[src/inc/dpm_consts.svh]
// Offsets, field positions, reset values, ranges and timing counts of the protection monitor.
`ifndef DPM_CONSTS_SVH
`define DPM_CONSTS_SVH
`define DPM_OFF_CTRL        8'h00
`define DPM_OFF_OVL_COEF    8'h04
`define DPM_OFF_UV_LEVEL    8'h08
`define DPM_OFF_OV_LEVEL    8'h0c
`define DPM_OFF_DEC_VCOEF   8'h10
`define DPM_OFF_CLIM_LEVEL  8'h14
`define DPM_OFF_ACC_CCOEF   8'h18
`define DPM_OFF_CONST_CCOEF 8'h1c
`define DPM_OFF_DROP_TIME   8'h20
`define DPM_OFF_DROP_LEVEL  8'h24
`define DPM_OFF_PRE_LEVEL   8'h28
`define DPM_OFF_PRE_DELAY   8'h2c
`define DPM_OFF_STATUS      8'h30
`define DPM_OFF_IRQ_STAT    8'h34
`define DPM_OFF_IRQ_MASK    8'h38
`define DPM_CTRL_OVL_LSB    0
`define DPM_CTRL_UV_EN      2
`define DPM_CTRL_FW_SEL     3
`define DPM_CTRL_RST        4'h1
`define DPM_OVL_MIN         16'h00c8
`define DPM_OVL_MAX         16'h04b0
`define DPM_OVL_RST         16'h03e8
`define DPM_UV_LV_MIN       16'h00b4
`define DPM_UV_LV_MAX       16'h0118
`define DPM_UV_LV_RST       16'h00c8
`define DPM_UV_HV_MIN       16'h014a
`define DPM_UV_HV_MAX       16'h01e0
`define DPM_UV_HV_RST       16'h015e
`define DPM_OV_LV_MIN       16'h015e
`define DPM_OV_LV_MAX       16'h0186
`define DPM_OV_LV_RST       16'h0172
`define DPM_OV_HV_MIN       16'h0226
`define DPM_OV_HV_MAX       16'h030c
`define DPM_OV_HV_RST       16'h0294
`define DPM_COEF_MAX        16'h0064
`define DPM_COEF_RST        16'h0032
`define DPM_CLIM_MIN        16'h0050
`define DPM_PCT_MAX         16'h00c8
`define DPM_PCT_G_RST       16'h00a0
`define DPM_PCT_P_RST       16'h0078
`define DPM_PRE_MIN         16'h0014
`define DPM_CONST_MAX       16'h1388
`define DPM_CONST_RST       16'h0028
`define DPM_DROP_T_MIN      16'h0001
`define DPM_DROP_T_MAX      16'h0258
`define DPM_DROP_T_RST      16'h0032
`define DPM_DROP_L_MAX      16'h03e8
`define DPM_PRE_D_MAX       16'h0bb8
`define DPM_PRE_D_RST       16'h0064
`define DPM_LOWSPD_FREQ     32'd3000
`define DPM_FW_FREQ         32'd5000
`define DPM_WARN_PRE        8'h09
`define DPM_TICK_MS         100
`define DPM_CLK_MHZ         200
`define DPM_TICK_CYCLES     (`DPM_TICK_MS * `DPM_CLK_MHZ * 1000)
`endif

[src/inc/dpm_pkg.sv]
// Types shared by the protection monitor modules.
package dpm_pkg;
    typedef enum logic [2:0] {
        DPM_ST_ACCEL = 3'b001,
        DPM_ST_CONST = 3'b010,
        DPM_ST_DECEL = 3'b100
    } dpm_motion_e;
    typedef logic [15:0] dpm_word_t;
    typedef logic [5:0]  dpm_evt_t;
endpackage

[src/inc/dpm_timer_if.sv]
// Carrier between the monitor and one qualifying timer.
`timescale 1ns/1ps
interface dpm_timer_if;
    logic        cond;
    logic [11:0] limit;
    logic        expired;
    modport ctrl (output cond, output limit, input expired);
    modport tmr  (input cond, input limit, output expired);
endinterface

[src/core/dpm_qual_timer.sv]
// Qualifying timer counting tenths of a second while its condition holds.
`timescale 1ns/1ps
module dpm_qual_timer
    import dpm_pkg::*;
#(
    parameter int TICK_CYCLES = 20000000
) (
    input wire logic core_clk,
    input wire logic arst_n,
    input wire logic ce,
    dpm_timer_if.tmr tif
);
    logic [31:0] preReg;
    logic [11:0] tenthReg;

    always_ff @(posedge core_clk or negedge arst_n) begin
        if (!arst_n) begin
            preReg   <= 32'h0;
            tenthReg <= 12'h0;
        end else if (ce) begin
            if (!tif.cond) begin
                preReg   <= 32'h0; // [RULE_18]
                tenthReg <= 12'h0; // [RULE_18]
            end else if (tenthReg < tif.limit) begin
                if (preReg == 32'(TICK_CYCLES - 1)) begin
                    preReg   <= 32'h0;
                    tenthReg <= tenthReg + 12'h1;
                end else begin
                    preReg <= preReg + 32'h1;
                end
            end
        end
    end

    assign tif.expired = tif.cond && (tenthReg >= tif.limit);
endmodule // dpm_qual_timer

[src/core/dpm_lim_calc.sv]
// Threshold arithmetic for motor overload and current limiting.
`timescale 1ns/1ps
`include "dpm_consts.svh"
module dpm_lim_calc
    import dpm_pkg::*;
(
    input  wire logic [1:0]  ovlMode,
    input  wire dpm_word_t   ovlCoef,
    input  wire dpm_word_t   outFreq,
    input  wire dpm_word_t   climPct,
    input  wire logic        fieldWeak,
    output dpm_word_t        ovlThresh,
    output dpm_word_t        climThresh
);
    logic [31:0] ovlWide;
    logic [31:0] climWide;
    logic [31:0] climBase;

    always_comb begin
        ovlWide  = {16'h0, ovlCoef};
        climBase = {16'h0, climPct} * 32'd10;
        climWide = climBase;
        // Below the low-speed corner the threshold falls linearly to half at standstill.
        if (ovlMode == 2'd1 && {16'h0, outFreq} < `DPM_LOWSPD_FREQ) begin
            ovlWide = ({16'h0, ovlCoef} * ({16'h0, outFreq} + `DPM_LOWSPD_FREQ))
                      / (32'd2 * `DPM_LOWSPD_FREQ); // [RULE_01]
        end // [RULE_02]
        if (fieldWeak && {16'h0, outFreq} > `DPM_FW_FREQ) begin
            climWide = (climBase * `DPM_FW_FREQ) / {16'h0, outFreq}; // [RULE_10]
        end
    end

    assign ovlThresh  = ovlWide[15:0];
    assign climThresh = climWide[15:0];
endmodule // dpm_lim_calc

[src/core/dpm_top.sv]
// Drive protection and limiting supervisor with its APB register file.
//
// Function
// [RULE_01] Ordinary motor: lower overload threshold below 30 Hz.
// [RULE_02] Variable-frequency motor: same threshold at every speed.
// [RULE_03] Overload coefficient 20.0..120.0 percent scales threshold.
// [RULE_04] Undervoltage selector: 0 off, 1 fault.
// [RULE_05] Compare bus voltage with class-dependent undervoltage level.
// [RULE_06] Overvoltage level sets stall operating voltage.
// [RULE_07] Deceleration voltage coefficient zero disables stall.
// [RULE_08] Current limit 80..200 percent of rated.
// [RULE_09] Vector mode limits only during acceleration.
// [RULE_10] Field weakening converts limit above 50 Hz.
// [RULE_11] Acceleration limiting coefficient zero disables it.
// [RULE_12] Constant-speed coefficient selects automatic or manual reduction.
// [RULE_13] Drop-load level zero disables detection.
// [RULE_14] Drop-load output after current low past time.
// [RULE_15] Pre-alarm level 20..200 percent of rated.
// [RULE_16] Pre-alarm after current high for delay.
// [RULE_17] Pre-alarm shows its warning code on display.
// [RULE_18] Timers restart when condition drops early.
`timescale 1ns/1ps
`include "dpm_consts.svh"
module dpm_top
    import dpm_pkg::*;
#(
    parameter int TICK_CYCLES = `DPM_TICK_CYCLES,
    parameter bit HV_CLASS    = 1'b0,
    parameter bit HEAVY_DUTY  = 1'b1
) (
    input  wire logic        core_clk,
    input  wire logic        arst_n,
    input  wire logic        ce,
    input  wire logic        psel,
    input  wire logic        penable,
    input  wire logic        pwrite,
    input  wire logic [7:0]  paddr,
    input  wire logic [31:0] pwdata,
    output logic [31:0]      prdata,
    output logic             pready,
    output logic             pslverr,
    input  wire dpm_word_t   measCurrent,
    input  wire dpm_word_t   busVoltage,
    input  wire dpm_word_t   outFreq,
    input  wire logic [2:0]  motionPhase,
    input  wire logic        vectorVf,
    output logic             uvFault,
    output logic             ovStall,
    output logic [6:0]       ovStallGain,
    output logic             motorOverload,
    output dpm_word_t        motorOvlThresh,
    output logic             curLimit,
    output dpm_word_t        curLimitLevel,
    output logic [6:0]       accLimitGain,
    output logic             freqReduceAuto,
    output dpm_word_t        freqReduceRate,
    output logic             dropLoad,
    output logic             preAlarm,
    output logic [7:0]       warnCode,
    output logic             irq
);
    localparam dpm_word_t UV_MIN  = HV_CLASS ? `DPM_UV_HV_MIN : `DPM_UV_LV_MIN;
    localparam dpm_word_t UV_MAX  = HV_CLASS ? `DPM_UV_HV_MAX : `DPM_UV_LV_MAX;
    localparam dpm_word_t UV_RST  = HV_CLASS ? `DPM_UV_HV_RST : `DPM_UV_LV_RST;
    localparam dpm_word_t OV_MIN  = HV_CLASS ? `DPM_OV_HV_MIN : `DPM_OV_LV_MIN;
    localparam dpm_word_t OV_MAX  = HV_CLASS ? `DPM_OV_HV_MAX : `DPM_OV_LV_MAX;
    localparam dpm_word_t OV_RST  = HV_CLASS ? `DPM_OV_HV_RST : `DPM_OV_LV_RST;
    localparam dpm_word_t PCT_RST = HEAVY_DUTY ? `DPM_PCT_G_RST : `DPM_PCT_P_RST;

    function automatic dpm_word_t clampW(input logic [31:0] v, input dpm_word_t lo,
                                         input dpm_word_t hi);
        dpm_word_t r;
        r = v[15:0];
        if (v < {16'h0, lo}) begin
            r = lo;
        end else if (v > {16'h0, hi}) begin
            r = hi;
        end
        return r;
    endfunction

    logic [3:0] ctrlReg;
    dpm_word_t  ovlCoefReg;
    dpm_word_t  uvLevelReg;
    dpm_word_t  ovLevelReg;
    dpm_word_t  decVcoefReg;
    dpm_word_t  climLevelReg;
    dpm_word_t  accCcoefReg;
    dpm_word_t  constCcoefReg;
    dpm_word_t  dropTimeReg;
    dpm_word_t  dropLevelReg;
    dpm_word_t  preLevelReg;
    dpm_word_t  preDelayReg;
    dpm_evt_t   irqStatReg;
    dpm_evt_t   irqMaskReg;
    dpm_evt_t   eventPrevReg;
    dpm_evt_t   eventNow;
    dpm_evt_t   eventRise;
    logic       busAccess;
    logic       busWrite;
    logic       addrHit;
    logic [31:0] readMux;
    dpm_word_t  ovlThreshCalc;
    dpm_word_t  climThreshCalc;
    logic       uvNow;
    logic       ovNow;
    logic       ovlNow;
    logic       climEnable;
    logic       climNow;
    dpm_motion_e phase;

    dpm_timer_if dropIf ();
    dpm_timer_if preIf ();

    assign phase     = dpm_motion_e'(motionPhase);
    assign busAccess = psel && penable && !pready;
    assign busWrite  = psel && penable && pready && pwrite;

    // Registers take a write only at the edge where the slave shows ready.
    always_ff @(posedge core_clk or negedge arst_n) begin
        if (!arst_n) begin
            ctrlReg       <= `DPM_CTRL_RST;
            ovlCoefReg    <= `DPM_OVL_RST;
            uvLevelReg    <= UV_RST;
            ovLevelReg    <= OV_RST;
            decVcoefReg   <= `DPM_COEF_RST;
            climLevelReg  <= PCT_RST;
            accCcoefReg   <= `DPM_COEF_RST;
            constCcoefReg <= `DPM_CONST_RST;
            dropTimeReg   <= `DPM_DROP_T_RST;
            dropLevelReg  <= 16'h0000;
            preLevelReg   <= PCT_RST;
            preDelayReg   <= `DPM_PRE_D_RST;
            irqMaskReg    <= 6'h00;
        end else if (ce && busWrite) begin
            case (paddr)
                `DPM_OFF_CTRL: begin
                    ctrlReg <= (pwdata[1:0] == 2'd3) ? {pwdata[3:2], 2'd2} : pwdata[3:0];
                end
                `DPM_OFF_OVL_COEF: begin
                    ovlCoefReg <= clampW(pwdata, `DPM_OVL_MIN, `DPM_OVL_MAX); // [RULE_03]
                end
                `DPM_OFF_UV_LEVEL: begin
                    uvLevelReg <= clampW(pwdata, UV_MIN, UV_MAX); // [RULE_05]
                end
                `DPM_OFF_OV_LEVEL: begin
                    ovLevelReg <= clampW(pwdata, OV_MIN, OV_MAX); // [RULE_06]
                end
                `DPM_OFF_DEC_VCOEF: begin
                    decVcoefReg <= clampW(pwdata, 16'h0, `DPM_COEF_MAX); // [RULE_07]
                end
                `DPM_OFF_CLIM_LEVEL: begin
                    climLevelReg <= clampW(pwdata, `DPM_CLIM_MIN, `DPM_PCT_MAX); // [RULE_08]
                end
                `DPM_OFF_ACC_CCOEF: begin
                    accCcoefReg <= clampW(pwdata, 16'h0, `DPM_COEF_MAX); // [RULE_11]
                end
                `DPM_OFF_CONST_CCOEF: begin
                    constCcoefReg <= clampW(pwdata, 16'h0, `DPM_CONST_MAX); // [RULE_12]
                end
                `DPM_OFF_DROP_TIME: begin
                    dropTimeReg <= clampW(pwdata, `DPM_DROP_T_MIN, `DPM_DROP_T_MAX); // [RULE_14]
                end
                `DPM_OFF_DROP_LEVEL: begin
                    dropLevelReg <= clampW(pwdata, 16'h0, `DPM_DROP_L_MAX); // [RULE_13]
                end
                `DPM_OFF_PRE_LEVEL: begin
                    preLevelReg <= clampW(pwdata, `DPM_PRE_MIN, `DPM_PCT_MAX); // [RULE_15]
                end
                `DPM_OFF_PRE_DELAY: begin
                    preDelayReg <= clampW(pwdata, 16'h0, `DPM_PRE_D_MAX); // [RULE_16]
                end
                `DPM_OFF_IRQ_MASK: begin
                    irqMaskReg <= pwdata[5:0];
                end
                default: begin
                end
            endcase
        end
    end

    always_comb begin
        addrHit = 1'b1;
        readMux = 32'h0;
        case (paddr)
            `DPM_OFF_CTRL:        readMux = {28'h0, ctrlReg};
            `DPM_OFF_OVL_COEF:    readMux = {16'h0, ovlCoefReg};
            `DPM_OFF_UV_LEVEL:    readMux = {16'h0, uvLevelReg};
            `DPM_OFF_OV_LEVEL:    readMux = {16'h0, ovLevelReg};
            `DPM_OFF_DEC_VCOEF:   readMux = {16'h0, decVcoefReg};
            `DPM_OFF_CLIM_LEVEL:  readMux = {16'h0, climLevelReg};
            `DPM_OFF_ACC_CCOEF:   readMux = {16'h0, accCcoefReg};
            `DPM_OFF_CONST_CCOEF: readMux = {16'h0, constCcoefReg};
            `DPM_OFF_DROP_TIME:   readMux = {16'h0, dropTimeReg};
            `DPM_OFF_DROP_LEVEL:  readMux = {16'h0, dropLevelReg};
            `DPM_OFF_PRE_LEVEL:   readMux = {16'h0, preLevelReg};
            `DPM_OFF_PRE_DELAY:   readMux = {16'h0, preDelayReg};
            `DPM_OFF_STATUS:      readMux = {26'h0, eventPrevReg};
            `DPM_OFF_IRQ_STAT:    readMux = {26'h0, irqStatReg};
            `DPM_OFF_IRQ_MASK:    readMux = {26'h0, irqMaskReg};
            default:              addrHit = 1'b0;
        endcase
    end

    // One wait state: ready and read data come from flops on the second access cycle.
    always_ff @(posedge core_clk or negedge arst_n) begin
        if (!arst_n) begin
            pready  <= 1'b0;
            prdata  <= 32'h0;
            pslverr <= 1'b0;
        end else if (ce) begin
            pready  <= busAccess;
            prdata  <= busAccess ? readMux : 32'h0;
            pslverr <= busAccess && !addrHit;
        end
    end

    dpm_lim_calc u_calc (
        .ovlMode    (ctrlReg[`DPM_CTRL_OVL_LSB +: 2]),
        .ovlCoef    (ovlCoefReg),
        .outFreq    (outFreq),
        .climPct    (climLevelReg),
        .fieldWeak  (ctrlReg[`DPM_CTRL_FW_SEL]),
        .ovlThresh  (ovlThreshCalc),
        .climThresh (climThreshCalc)
    );

    assign uvNow  = ctrlReg[`DPM_CTRL_UV_EN] && (busVoltage < uvLevelReg); // [RULE_04] [RULE_05]
    assign ovNow  = (decVcoefReg != 16'h0) && (phase == DPM_ST_DECEL)
                    && (busVoltage >= ovLevelReg); // [RULE_06] [RULE_07]
    assign ovlNow = (ctrlReg[`DPM_CTRL_OVL_LSB +: 2] != 2'd0)
                    && (measCurrent > ovlThreshCalc); // [RULE_03]

    // Vector mode leaves constant speed to the vector limits elsewhere in the drive.
    always_comb begin
        case (phase)
            DPM_ST_ACCEL: climEnable = (accCcoefReg != 16'h0); // [RULE_09] [RULE_11]
            DPM_ST_CONST: climEnable = !vectorVf; // [RULE_09]
            DPM_ST_DECEL: climEnable = 1'b0;
            default:      climEnable = 1'b0;
        endcase
    end
    assign climNow = climEnable && (measCurrent > climThreshCalc); // [RULE_08]

    assign dropIf.cond  = (dropLevelReg != 16'h0) && (measCurrent < dropLevelReg); // [RULE_13]
    assign dropIf.limit = dropTimeReg[11:0];
    assign preIf.cond   = (measCurrent > 16'(preLevelReg * 16'd10)); // [RULE_15]
    assign preIf.limit  = preDelayReg[11:0];

    dpm_qual_timer #(.TICK_CYCLES(TICK_CYCLES)) u_drop (
        .core_clk (core_clk),
        .arst_n   (arst_n),
        .ce       (ce),
        .tif      (dropIf)
    );

    dpm_qual_timer #(.TICK_CYCLES(TICK_CYCLES)) u_pre (
        .core_clk (core_clk),
        .arst_n   (arst_n),
        .ce       (ce),
        .tif      (preIf)
    );

    always_ff @(posedge core_clk or negedge arst_n) begin
        if (!arst_n) begin
            uvFault        <= 1'b0;
            ovStall        <= 1'b0;
            ovStallGain    <= 7'h00;
            motorOverload  <= 1'b0;
            motorOvlThresh <= 16'h0000;
            curLimit       <= 1'b0;
            curLimitLevel  <= 16'h0000;
            accLimitGain   <= 7'h00;
        end else if (ce) begin
            uvFault        <= uvNow; // [RULE_04]
            ovStall        <= ovNow; // [RULE_07]
            ovStallGain    <= ovNow ? decVcoefReg[6:0] : 7'h00; // [RULE_07]
            motorOverload  <= ovlNow; // [RULE_01] [RULE_02]
            motorOvlThresh <= ovlThreshCalc;
            curLimit       <= climNow; // [RULE_09]
            curLimitLevel  <= climThreshCalc; // [RULE_10]
            accLimitGain   <= (phase == DPM_ST_ACCEL) ? accCcoefReg[6:0] : 7'h00; // [RULE_11]
        end
    end

    // Manual reduction rate is the coefficient itself in hundredths of a hertz per second.
    always_ff @(posedge core_clk or negedge arst_n) begin
        if (!arst_n) begin
            freqReduceAuto <= 1'b1;
            freqReduceRate <= 16'h0000;
        end else if (ce) begin
            freqReduceAuto <= (constCcoefReg <= `DPM_COEF_MAX); // [RULE_12]
            freqReduceRate <= (constCcoefReg > `DPM_COEF_MAX) ? constCcoefReg : 16'h0; // [RULE_12]
        end
    end

    always_ff @(posedge core_clk or negedge arst_n) begin
        if (!arst_n) begin
            dropLoad <= 1'b0;
            preAlarm <= 1'b0;
            warnCode <= 8'h00;
        end else if (ce) begin
            dropLoad <= dropIf.expired; // [RULE_14]
            preAlarm <= preIf.expired; // [RULE_16]
            warnCode <= preIf.expired ? `DPM_WARN_PRE : 8'h00; // [RULE_17]
        end
    end

    assign eventNow  = {preIf.expired, dropIf.expired, climNow, ovlNow, ovNow, uvNow};
    assign eventRise = eventNow & ~eventPrevReg;

    // A new rising event beats a write-one clear landing in the same cycle.
    always_ff @(posedge core_clk or negedge arst_n) begin
        if (!arst_n) begin
            eventPrevReg <= 6'h00;
            irqStatReg   <= 6'h00;
            irq          <= 1'b0;
        end else if (ce) begin
            eventPrevReg <= eventNow;
            if (busWrite && paddr == `DPM_OFF_IRQ_STAT) begin
                irqStatReg <= (irqStatReg & ~pwdata[5:0]) | eventRise;
            end else begin
                irqStatReg <= irqStatReg | eventRise;
            end
            irq <= |((irqStatReg | eventRise) & irqMaskReg);
        end
    end
endmodule // dpm_top

[config.mk]
export PLATFORM = sky130hd
export DESIGN_NAME = dpm_top
export DESIGN_NICKNAME = d
export VERILOG_FILES = /design/src/inc/dpm_pkg.sv /design/src/inc/dpm_timer_if.sv /design/src/core/dpm_qual_timer.sv /design/src/core/dpm_lim_calc.sv /design/src/core/dpm_top.sv
export VERILOG_INCLUDE_DIRS = /design/src /design/src/inc
export SDC_FILE = /design/constraint.sdc
export NUM_CORES = 2
export LEC_CHECK = 0
export BUFFER_PORTS_ARGS = -buffer_cell sky130_fd_sc_hd__buf_2
export CORE_UTILIZATION = 30
export CTS_CLUSTER_DIAMETER = 50
export CTS_CLUSTER_SIZE = 16
export DETAILED_ROUTE_END_ITERATION = 16
export GPL_ROUTABILITY_DRIVEN = 0
export PLACE_DENSITY = 0.47
export SYNTH_ARGS = -nofsm -noshare
export SYNTH_HDL_FRONTEND = slang
export SYNTH_SLANG_ARGS = --single-unit
[constraint.sdc]
create_clock -name core_clk -period 112.5 [get_ports core_clk]
set_input_delay 0 -clock core_clk [delete_from_list [all_inputs] [get_ports core_clk]]
set_output_delay 0 -clock core_clk [all_outputs]
set_load 0.01 [all_outputs]
==> run metrics <==
nets 9394; largest net degree at the start of global routing 112; CTS tree yes; failing checks hold timing, capacitance limit, slew limit; Arr. time, crit path around 110 ns; Regs by FF count u_drop.preReg (32), u_pre.preReg (32); Post-DRT Antenna Nets 0; synthesized area 62000 um^2; max_cap viols 1; Min Hold Slack -0.0155 ns; first-pass GRT wire length 361 mm; CTS Buffer Depth 3; clock net sink count 368; number of synthesized flops with an enable pin 0; Post-synth ARST share 100%; type of origin of the critical path flip-flop; final wirelength 241 mm; Core Region 205000 um^2; vias 61400; compound-cell area share of the yosys netlist 24.7%; Synth Flop Type dfrtp_1; syn_area_per_cell 7.88 um^2; Post-Synth Adder-Cell Area roughly a quarter; GRT Util Overall between 20% and 30%; Fin. Hold Viols 1; Final setup viols 0; vias per cell roughly 5.6; HP Class primary input to flip-flop; Final Max Slew Viols 7; IO buf count 187; vias in the first global route ~59000; initial antenna violation count 25; die area between 200000 and 250000 um^2; Die Y 457 um; outcome complete, but fails checks; required time of the critical path 113.06 ns; Initial Util 30.3%; Crit path largest cell delay 0.54 ns; DP HPWL ~190 mm; # rows 166; Crit Path Class flip-flop to flip-flop; CP dominant cell by count o21a_1; RSZ-0062 raised after global routing true; Worst Skew 0.0286 ns; first-pass detailed-route iteration total 10; Clock Latency Late Sink around 0.66 ns; Netlist cell types about 150; cell count after synthesis about 7900; TritonCTS Buffers 54; Cell Count, Final, Fillers Out about 11000; flops & latches, synth 368; sequential fraction of the synthesis area 14.9%; area delta synth->final 16.1%; die width 457 um; share of cells above drive strength 1 15.7%; Rel. slew slack -7.81%; clock slew at reported path FFs 0.07 ns; Remaining DRCs 0; fmax 9.32 MHz; largest family of logic cells by synthesized area compound AO/OA/AOI/OAI gates; mux contribution to synthesized area 3.31%; CP Capture Type flip-flop; xor and xnor fraction of the mapped netlist area about 4.8%; placed insts 10700; final core occ 35.1%; final period utilization a little over nine tenths; Ys Warns 0; root buffer cell clkbuf_16; H-tree depth 2; worst-margin pin slew 1.60 ns; crit path max-delay cell type fa_1; total grt overflow 0; Ports 210; Iter 0 DRT Violations approximately 4300; # fillers 21400; Tmin final 107.26 ns; Worst Path Max Fanout 9; Simple-Gate Fraction of Synth Area 22.6%; DR WL/cell 21.8 um
==> placed cells by master, fill, tap and decap left out, types with 40 or more instances in the layout <==
cell type,n
a211oi_1,40
a21o_1,117
a21oi_1,336
a21oi_2,56
a22oi_1,69
a31oi_1,53
and2_1,150
and3_1,62
buf_2,185
buf_4,391
clkbuf_16,60
dfrtp_1,332
fa_1,252
ha_1,724
inv_1,643
mux2_2,107
mux2i_1,74
nand2_1,749
nand2b_1,89
nand3_1,149
nand4_1,107
nor2_1,609
nor2b_1,135
nor3_1,382
nor4_1,74
o211ai_1,63
o21a_1,329
o21ai_0,356
o21ai_1,43
o22ai_1,51
o31ai_1,122
or2_2,77
or3_1,67
xnor2_1,201
xor2_1,123
==> critical path, delay by kind of cell (launching register included) <==
kind                       cells  cell delay (ns)
adders and majority gates     42            12.22
and+or+nand+nor              142            20.57
AOI/OAI and AO/OA            388            68.56
muxes                          6             1.71
xor gates and xnor gates       2             0.32
buffers and inverters         32             3.23
DFF                            1             0.40
==> cell type report <==
| type | instances | area [um^2] | area share, % |
|---|---|---|---|
| Antenna cell | 15 | 37.5 | 0.0521 |
| Tap cell | 2688 | 3360 | 4.67 |
| Clock buffer | 62 | 1410 | 1.96 |
| Inverter | 656 | 2460 | 3.42 |
| Sequential cell | 368 | 9250 | 12.9 |
| Timing Repair Buffer | 635 | 4640 | 6.44 |
| Multi-Input combinational cell | 6582 | 50300 | 69.9 |
| Clock inverter | 39 | 503 | 0.698 |
==> cell usage after synthesis (all sizes together), types with 110 or more instances <==
library cell / number / area (um^2)
fa: 253 / 5060
and2: 153 / 960
o31ai: 131 / 1030
nor2: 650 / 2460
clkbuf: 191 / 728
a21o: 119 / 895
nor2b: 140 / 878
o21ai: 429 / 2170
xnor2: 211 / 1860
nor3: 396 / 2010
dfrtp: 334 / 8360
mux2: 110 / 1240
xor2: 123 / 1080
o21a: 333 / 2500
nand3: 152 / 771
a21oi: 402 / 2090
inv: 656 / 2460
ha: 746 / 9330
nand2: 760 / 2860
==> cells by family after synthesis <==
| kind of cell | after synthesis |
|---|---|
| simple gates | 2854 |
| compound gates | 2165 |
| fa+ha+maj | 1014 |
| buf+inv | 948 |
| flops | 368 |
| xor+xnor | 335 |
| mux | 190 |
| other cells | 1 |
==> through the flow <==
stage | hold slack, ns | TNS [ns] | worst slack (ns) | instance area, um^2
2_1_floorplan | -0.296 | 0 | 0.00395 | 62200
3_3_place_gp | 0.158 | 0 | 0.720 | 66900
3_5_place_dp | 0.159 | -3.10 | -1.28 | 66900
4_1_cts | 0.00133 | 0 | 0.0157 | 69300
5_1_grt | 0.0407 | -2.39 | -1.05 | 72000
6_report | -0.0155 | 0 | 5.24 | 72000
==> path summary, 6_finish.rpt <==
kind	start	end	slack [ns]	cells after the start
worst max-delay path	climLevelReg[3]	irq	5.24	612
worst min-delay path	psel	pready	-0.02	3
worst max register to register	climLevelReg[3]	irq	5.24	612
worst min register to register	dropTimeReg[15]	dropTimeReg[15]	0.49	1
max in group asynchronous	arst_n	climLevelReg[2]	109.27	5
min in group asynchronous	arst_n	u_drop.preReg[17]	0.03	2
==> what timing repair did <==
action                                  CTS  global route
resized for setup                        24           295
gates cloned                              1             7
hold endpoints to repair                227             0
buffers inserted                         11           157
pin swaps                                 8           185
endpoints found under the setup margin    4             6
hold buffers                             35             0
==> per-layer routing <==
metal	share of wire (%)	global-route usage [%]	vias up	wire, um
met3	4.4	1.96	352	10600
li1	-	-	29300	-
met2	46	36.5	1720	110000
met5	0.0054	0	-	13
met1	45	29.6	30000	110000
met4	4.3	8.49	2	10400
Power is left out: the tool's default activity adds up to more than one toggle a clock period on the data nets, which glitch-free logic cannot reach.
